File: config.mk
export PLATFORM = sky130hd
export DESIGN_NAME = opt_timer
export DESIGN_NICKNAME = d
export VERILOG_FILES = /design/src/opt_pkg.sv /design/src/opt_prescale.sv /design/src/opt_timer.sv
export SDC_FILE = /design/constraint.sdc
export NUM_CORES = 1
export LEC_CHECK = 0
export BUFFER_PORTS_ARGS = -buffer_cell sky130_fd_sc_hd__buf_2
export CORE_ASPECT_RATIO = 0.7
export CORE_MARGIN = 2
export CORE_UTILIZATION = 30
export CTS_BUF_LIST = sky130_fd_sc_hd__clkbuf_4
export CTS_CLUSTER_DIAMETER = 120
export CTS_CLUSTER_SIZE = 30
export DETAILED_ROUTE_END_ITERATION = 16
export PLACE_DENSITY = 0.42
export SLEW_MARGIN = 20
export SYNTH_ARGS = -nofsm -noshare
export SYNTH_HDL_FRONTEND = slang
export SYNTH_SLANG_ARGS = --single-unit
File: constraint.sdc
create_clock -name clk_in -period 3.3 [get_ports clk_in]
set_clock_uncertainty 0.05 [all_clocks]
set_input_delay 0.66 -clock clk_in [delete_from_list [all_inputs] [get_ports clk_in]]
set_output_delay 0.66 -clock clk_in [all_outputs]
set_load 0.01 [all_outputs]
File: src/opt_pkg.sv
// shared constants and types for the one-shot / pwm timer channel
package opt_pkg;
  // register bus shape
  localparam int OPT_AW = 4;
  localparam int OPT_DW = 16;
  // register offsets
  localparam logic [3:0] OPT_CTRL_OFS = 4'h0;
  localparam logic [3:0] OPT_COUNT_OFS = 4'h1;
  localparam logic [3:0] OPT_IRQ_OFS = 4'h2;
  localparam logic [3:0] OPT_STAT_OFS = 4'h3;
  // control register fields
  localparam int OPT_START_POS = 0;
  localparam int OPT_OS_START_POS = 1;
  localparam int OPT_MODE_POS = 2;
  localparam int OPT_PWM8_POS = 4;
  localparam int OPT_CKSEL_POS = 5;
  localparam int OPT_POUT_EN_POS = 7;
  localparam int OPT_TRIG_EN_POS = 8;
  localparam int OPT_OVF_EN_POS = 9;
  localparam int OPT_GP_OUT_POS = 10;
  // one-shot start is a write-only pulse, never stored
  localparam logic [15:0] OPT_CTRL_MASK = 16'h07FD;
  localparam logic [15:0] OPT_CTRL_RST = 16'h0000;
  localparam logic [15:0] OPT_COUNT_RST = 16'h0000;
  // status register fields
  localparam int OPT_ST_RUN_POS = 0;
  localparam int OPT_ST_OUT_POS = 1;
  localparam int OPT_ST_TRIG_POS = 2;
  // operation mode codes
  localparam logic [1:0] OPT_MODE_TIMER = 2'h0;
  localparam logic [1:0] OPT_MODE_EVENT = 2'h1;
  localparam logic [1:0] OPT_MODE_ONESHOT = 2'h2;
  localparam logic [1:0] OPT_MODE_PWM = 2'h3;
  // count clock selections
  localparam logic [1:0] OPT_CK_DIV1 = 2'h0;
  localparam logic [1:0] OPT_CK_DIV8 = 2'h1;
  localparam logic [1:0] OPT_CK_DIV32 = 2'h2;
  localparam logic [1:0] OPT_CK_SUB32 = 2'h3;
  // pwm cycle lengths in count units
  localparam logic [15:0] OPT_PWM16_PERIOD = 16'hFFFF;
  localparam logic [15:0] OPT_PWM8_PERIOD = 16'h00FF;
  typedef enum logic [1:0] {OPT_IDLE, OPT_ONESHOT_RUN, OPT_PWM_RUN} opt_state_e;
endpackage

File: src/opt_prescale.sv
// count clock prescaler: undivided, /8, /32 and subclock /32
`timescale 1ns/1ps
module opt_prescale (
  input wire logic clk_in, // system clock
  input wire logic reset_n_in, // async reset, active low
  input wire logic [1:0] sel_in, // count clock selection
  input wire logic subclock_tick_in, // one pulse per subclock period
  output logic tick_out // one-cycle count clock tick
);
  import opt_pkg::*;

  logic [4:0] div_ff;
  logic [4:0] sub_ff;
  logic tick_ff;
  logic nxt_tick;

  // free-running dividers; the outputs are phase-unaligned to any start
  always_ff @(posedge clk_in or negedge reset_n_in) begin
    if (!reset_n_in) begin
      div_ff <= 5'h00;
      sub_ff <= 5'h00;
      tick_ff <= 1'b0;
    end else begin
      div_ff <= div_ff + 5'h01;
      if (subclock_tick_in) begin
        sub_ff <= sub_ff + 5'h01;
      end
      tick_ff <= nxt_tick;
    end
  end

  // selected_count_clock tick pick
  always_comb begin
    case (sel_in)
      OPT_CK_DIV1: nxt_tick = 1'b1;
      OPT_CK_DIV8: nxt_tick = (div_ff[2:0] == 3'h7);
      OPT_CK_DIV32: nxt_tick = (div_ff == 5'h1F);
      OPT_CK_SUB32: nxt_tick = subclock_tick_in && (sub_ff == 5'h1F);
      default: nxt_tick = 1'b0;
    endcase
  end

  assign tick_out = tick_ff;
endmodule

File: src/opt_timer.sv
// one-shot and pwm down-counting timer channel with register port
//
// The address map and the strobed register port were left to the implementer.
`timescale 1ns/1ps
module opt_timer (
  input wire logic clk_in, // 50 MHz system clock
  input wire logic reset_n_in, // async reset, active low
  input wire logic [opt_pkg::OPT_AW-1:0] addr_in, // register index
  input wire logic [opt_pkg::OPT_DW-1:0] wdata_in, // write data
  input wire logic wr_in, // write strobe
  input wire logic rd_in, // read strobe
  output logic [opt_pkg::OPT_DW-1:0] rdata_out, // read data, cycle after strobe
  input wire logic timer_trigger_input_pin_in, // trigger / general input pin
  input wire logic timer_overflow_in, // overflow pulse of the selected timer
  input wire logic subclock_tick_in, // subclock tick for the slow source
  output logic timer_pulse_output_pin_out, // pulse / general output pin
  output logic irq_out // channel interrupt request bit
);
  import opt_pkg::*;

  logic [15:0] ctrl_ff, reload_ff, count_ff, period_ff, rdata_ff;
  logic [15:0] nxt_count, nxt_period, nxt_reload, rd_mux;
  logic [7:0] pre_ff, nxt_pre;
  logic irq_ff, out_ff, pin_ff, trig_d_ff;
  logic nxt_out, set_irq, nxt_irq, nxt_pin;
  opt_state_e state_ff, nxt_state;
  logic tick;

  // count clock source
  opt_prescale u_prescale (
    .clk_in(clk_in),
    .reset_n_in(reset_n_in),
    .sel_in(ctrl_ff[OPT_CKSEL_POS+:2]),
    .subclock_tick_in(subclock_tick_in),
    .tick_out(tick)
  );

  // register decode
  wire wr_ctrl = wr_in && (addr_in == OPT_CTRL_OFS);
  wire wr_cnt = wr_in && (addr_in == OPT_COUNT_OFS);
  wire wr_irq = wr_in && (addr_in == OPT_IRQ_OFS);
  wire [1:0] mode = ctrl_ff[OPT_MODE_POS+:2];
  wire [1:0] new_mode = wdata_in[OPT_MODE_POS+:2];
  wire start_flag = ctrl_ff[OPT_START_POS];
  wire pwm8 = ctrl_ff[OPT_PWM8_POS];
  wire trig_en = ctrl_ff[OPT_TRIG_EN_POS];
  wire ovf_en = ctrl_ff[OPT_OVF_EN_POS];
  wire running = (state_ff != OPT_IDLE);

  // mode entry from timer or event counter mode raises a request
  wire old_plain = (mode == OPT_MODE_TIMER) || (mode == OPT_MODE_EVENT);
  wire mode_irq = wr_ctrl && old_plain &&
                  ((new_mode == OPT_MODE_ONESHOT) || (new_mode == OPT_MODE_PWM));

  // stop requests: start flag cleared, or mode left under a run
  wire start_clear = wr_ctrl && start_flag && !wdata_in[OPT_START_POS];
  wire leave_mode = wr_ctrl && (new_mode != mode);
  wire stop_req = start_clear || leave_mode;

  // start causes: trigger rising edge, timer overflow, software flag
  wire trig_edge = trig_en && timer_trigger_input_pin_in && !trig_d_ff;
  wire ext_start = trig_edge || (ovf_en && timer_overflow_in);
  wire os_start = (mode == OPT_MODE_ONESHOT) && start_flag && !stop_req &&
                  (ext_start || (wr_ctrl && wdata_in[OPT_OS_START_POS]));
  // with no external cause enabled, the start flag alone runs pwm
  wire pwm_start = (mode == OPT_MODE_PWM) && start_flag && !stop_req &&
                   (ext_start || (!trig_en && !ovf_en));

  // pwm geometry: 8-bit mode scales units by m+1 via pre_ff
  wire pwm_unit = tick && (!pwm8 || (pre_ff == 8'h00));
  wire [15:0] pwm_width = pwm8 ? {8'h00, reload_ff[15:8]} : reload_ff;
  wire [15:0] pwm_period = pwm8 ? OPT_PWM8_PERIOD : OPT_PWM16_PERIOD;

  // reload register: any counter write lands here
  assign nxt_reload = wr_cnt ? wdata_in : reload_ff;

  // main sequencing
  always_comb begin
    nxt_state = state_ff;
    nxt_count = count_ff;
    nxt_period = period_ff;
    nxt_pre = pre_ff;
    nxt_out = out_ff;
    set_irq = mode_irq;
    case (state_ff)
      OPT_IDLE: begin
        if (wr_cnt) begin
          nxt_count = wdata_in;
        end
        if (os_start) begin
          nxt_state = OPT_ONESHOT_RUN;
          nxt_out = 1'b1;
        end else if (pwm_start) begin
          nxt_state = OPT_PWM_RUN;
          nxt_count = pwm_width;
          nxt_period = pwm_period;
          nxt_pre = reload_ff[7:0];
          nxt_out = (pwm_width != 16'h0000);
        end
      end
      OPT_ONESHOT_RUN: begin
        if (stop_req) begin
          nxt_state = OPT_IDLE;
          nxt_count = reload_ff;
          nxt_out = 1'b0;
          set_irq = set_irq || start_clear;
        end else if (os_start) begin
          nxt_count = reload_ff;
        end else if (tick) begin
          if (count_ff <= 16'h0001) begin
            nxt_state = OPT_IDLE;
            nxt_count = reload_ff;
            nxt_out = 1'b0;
            set_irq = 1'b1;
          end else begin
            nxt_count = count_ff - 16'h0001;
          end
        end
      end
      OPT_PWM_RUN: begin
        // triggers are not looked at here at all
        if (stop_req) begin
          nxt_state = OPT_IDLE;
          nxt_out = 1'b0;
          set_irq = set_irq || (start_clear && out_ff);
        end else begin
          if (tick && pwm8) begin
            nxt_pre = (pre_ff == 8'h00) ? reload_ff[7:0] : pre_ff - 8'h01;
          end
          if (pwm_unit) begin
            if (period_ff <= 16'h0001) begin
              nxt_period = pwm_period;
              nxt_count = pwm_width;
              nxt_out = (pwm_width != 16'h0000);
            end else begin
              nxt_period = period_ff - 16'h0001;
              if (count_ff != 16'h0000) begin
                nxt_count = count_ff - 16'h0001;
              end
              if (count_ff == 16'h0001) begin
                nxt_out = 1'b0;
                set_irq = 1'b1;
              end
            end
          end
        end
      end
      default: begin
        nxt_state = OPT_IDLE;
        nxt_out = 1'b0;
      end
    endcase
  end

  // request bit: hardware set wins over a software clear (write 0)
  assign nxt_irq = set_irq || (irq_ff && !(wr_irq && !wdata_in[0]));

  // pin: pwm forces the pulse; otherwise enable picks pulse or port latch
  assign nxt_pin = ((nxt_state == OPT_PWM_RUN) || ctrl_ff[OPT_POUT_EN_POS]) ?
                   nxt_out : ctrl_ff[OPT_GP_OUT_POS];

  // read mux; the counter offset shows the reload value, never the live count
  always_comb begin
    case (addr_in)
      OPT_CTRL_OFS: rd_mux = ctrl_ff;
      OPT_COUNT_OFS: rd_mux = reload_ff;
      OPT_IRQ_OFS: rd_mux = {15'h0000, irq_ff};
      OPT_STAT_OFS: rd_mux = {13'h0000, timer_trigger_input_pin_in, out_ff, running};
      default: rd_mux = 16'h0000;
    endcase
  end

  // control and data registers
  always_ff @(posedge clk_in or negedge reset_n_in) begin
    if (!reset_n_in) begin
      ctrl_ff <= OPT_CTRL_RST;
      reload_ff <= OPT_COUNT_RST;
      trig_d_ff <= 1'b0;
      rdata_ff <= 16'h0000;
    end else begin
      if (wr_ctrl) begin
        ctrl_ff <= wdata_in & OPT_CTRL_MASK;
      end
      reload_ff <= nxt_reload;
      trig_d_ff <= timer_trigger_input_pin_in;
      rdata_ff <= rd_in ? rd_mux : 16'h0000;
    end
  end

  // counting state
  always_ff @(posedge clk_in or negedge reset_n_in) begin
    if (!reset_n_in) begin
      state_ff <= OPT_IDLE;
      count_ff <= OPT_COUNT_RST;
      period_ff <= 16'h0000;
      pre_ff <= 8'h00;
      out_ff <= 1'b0;
      irq_ff <= 1'b0;
      pin_ff <= 1'b0;
    end else begin
      state_ff <= nxt_state;
      count_ff <= nxt_count;
      period_ff <= nxt_period;
      pre_ff <= nxt_pre;
      out_ff <= nxt_out;
      irq_ff <= nxt_irq;
      pin_ff <= nxt_pin;
    end
  end

  assign rdata_out = rdata_ff;
  assign timer_pulse_output_pin_out = pin_ff;
  assign irq_out = irq_ff;
endmodule

==> results.cfg <==
[outcome]
run_status = finished clean

[worst_setup_path]
cp_slowest_cell = or4b_1
regToRegEndpoint = count_ff[7]$_DFFE_PN0P_
cp_top_family = simple AND/OR/NAND/NOR gates
reg2reg_setup_slack_ps = 240
path_class = flip-flop to flip-flop
critPathMaxStageDelay_ps = 520
reg2reg_from = period_ff[14]$_DFFE_PN0P_
critPathLaunch = period_ff[14]$_DFFE_PN0P_
path_buf_inv = 2
cp.required_ps = 3630
start_kind = flip-flop
cp-end-kind = flip-flop
crit_fanout = 12
cp_common_cell = buf_4
arrival_ps = 3390
rr_worst_depth = 9
crit_chain = nor4_4 -> or4b_1 -> or3_4 -> nand3_1 -> a21o_1 -> o311ai_4 -> buf_4 -> buf_4 -> o31ai_1

[clocking]
cts_root_buf = clkbuf_4
clk_pin_slew_ps = 160
clock-sinks = 99
numCtsBuffers = 9
cts_max_path_buffers = 2
clk_latency_ps = 480
tritoncts = yes
postCtsHoldBufs = 0
cts-htree-levels = 3
postCtsResizedCells = 0
post_cts_buffers = 0

[power]
clockPowerShare = 0.126
p_sw_frac = 0.4542
p_sw_mw = 2.409
p_leak_nw = 2.932
vdd_drop_max_v = 0.0002362
power_frac_seq = 0.398
p_comb_frac = 0.477
p_int_mw = 2.894
powerDensity_nw_per_um2 = 774.2

[die]
ios = 45
die_w_um = 173.4
fp-row-count = 43
core_area_um2 = 19750
start_util = 0.3053
die-area_um2 = 21260
die_h_um = 122.6

[sta]
hold_violations = 0
setup_viol_count_final = 0
post-route-min-period_ps = 3063
report.final.slew_viol_count = 0
fmax_mhz = 326.5
tightest_slew_ps = 834.7
rsz0062_at_grt = no
fin_hold_ws_ps = 189.6
setup-tns-final_ps = 0
slew_headroom = 0.4432
finalCritPeriodShare = 0.9282

[global_routing]
grt_antenna_before_repair = 1
grt_overflow = 0
grtUsageTotal = 0.1914
grt_pass1_vias = 5212
grt_max_degree = 54
grt_pass1_wl_um = 30860

[synthesis]
syn-instance-count = 680
ys_ff_latch = 99
ys_seq_area_frac = 0.4110
yosysWarnings = 0
synthFlopType = dfrtp_1
synth_fp_nets = 723
synthArstFlopShare = 1.000
synth.avg_cell_area_um2 = 8.865
synth_area_um2 = 6028
synth_edf_count = 0
yosys.cell_types.count = 80

[job]
drv_cap = 0

[layout]
final_cell_mix = nand2_1 (108), dfrtp_1 (99), nor2_1 (65), a21oi_1 (47), buf_2 (43)
final_area_um2 = 6849
layout_commonest_cell = nand2_1
nets = 779
antennaDiodeCount = 0
area_growth_pct = 13.62
layout-drive-gt1-share = 0.1754

[detailed_routing]
vias_per_cell = 5.476
antenna_left = 0
drc = 0
via_count = 5536
drtIter0Drc = 603
routed_wl_um = 19720
wl_per_cell_um = 19.51
drtPass1Iterations = 5

[worst_hold_path]
hold_class = input port to async pin

[placed_design]
placed_cell_area_um2 = 6714
place.gp.congestion = 0.9517
hpwl_um = 14790
io_buffers = 44
## cell usage after synthesis (5+ instances only)
library cell,number,area share
a21o_1,7,0.0087
a21oi_1,47,0.039
a22o_1,6,0.0087
a311oi_1,11,0.016
a31oi_1,13,0.013
a41oi_1,5,0.0073
buf_2,6,0.0050
clkbuf_1,21,0.013
dfrtp_1,99,0.41
ha_1,16,0.033
inv_1,23,0.014
mux2_2,14,0.026
mux2i_1,16,0.027
nand2_1,108,0.067
nand3_1,23,0.019
nand4_1,6,0.0062
nor2_1,65,0.040
nor3_1,27,0.022
nor4_1,7,0.0073
o211ai_1,14,0.017
o21ai_0,19,0.016
o21ai_1,5,0.0042
o22a_1,6,0.0087
o31ai_1,11,0.014
or3_1,9,0.0093
xnor2_1,8,0.012
xor2_1,5,0.0073
## power by group through the flow
stage	registers [mW]	logic, mW	clock network (mW)
2_1_floorplan	1.91	1.86	0
3_3_place_gp	2.11	2.49	0
3_5_place_dp	2.11	2.51	0
4_1_cts	2.09	2.52	0.707
5_1_grt	2.16	2.82	0.750
6_report	2.11	2.53	0.666
## registers in the layout, indices dropped and copies added (netlist names)
signal	flops
count_ff	16
period_ff	16
rdata_out	16
reload_ff	16
ctrl_ff	10
pre_ff	8
u_prescale.div_ff	5
u_prescale.sub_ff	5
state_ff	2
irq_out	1
out_ff	1
timer_pulse_output_pin_out	1
trig_d_ff	1
u_prescale.tick_out	1
## cells by family (layout without fill, tap and decap cells)
group,Yosys count,in the layout,synth area share
compound gates,185,185,0.2200
flops,99,99,0.4110
mux,31,31,0.05645
simple gates,276,276,0.2165
xor+xnor,13,13,0.01889
fa+ha+maj,16,16,0.03321
buf+inv,60,121,0.04400
## per-layer routing
layer	vias up	GRT usage	part of all wire
met5	-	0	0.00046
met4	2	0.06091	0.022
met3	31	0.04647	0.071
met2	204	0.2575	0.38
met1	2697	0.2947	0.53
li1	2602	-	-
## worst max path at each step
stage                                    end  slack (ps)  cells after the start
floorplan            count_ff[3]$_DFFE_PN0P_         620                      9
global placement    count_ff[13]$_DFFE_PN0P_         240                      9
detailed placement   count_ff[3]$_DFFE_PN0P_         200                      9
CTS                  count_ff[7]$_DFFE_PN0P_         230                      9
global route         count_ff[7]$_DFFE_PN0P_          70                      9
finish               count_ff[7]$_DFFE_PN0P_         240                      9
## final cells by class
type                       instances  area (um2)
fill                            2033       12900
multi-input combinational        521        3296
sequential                        99        2477
timing repair buffer              81       513.0
tap                              270       337.8
inverter                          24       90.09
clock buffer                       9       67.56
clock inverter                     7       67.56
## metrics by stage
stage               setup WS [ps]    util  power [mW]  cells
floorplan                   616.9       -       3.764    680
global placement            244.9  0.3400       4.597    995
detailed placement          197.1  0.3400       4.624    995
CTS                         233.8  0.3469       5.318   1011
global route                68.00  0.3469       5.735   1011
finish                      237.1  0.3469       5.303   1011
No activity file was read; power rests on OpenSTA's default activity.
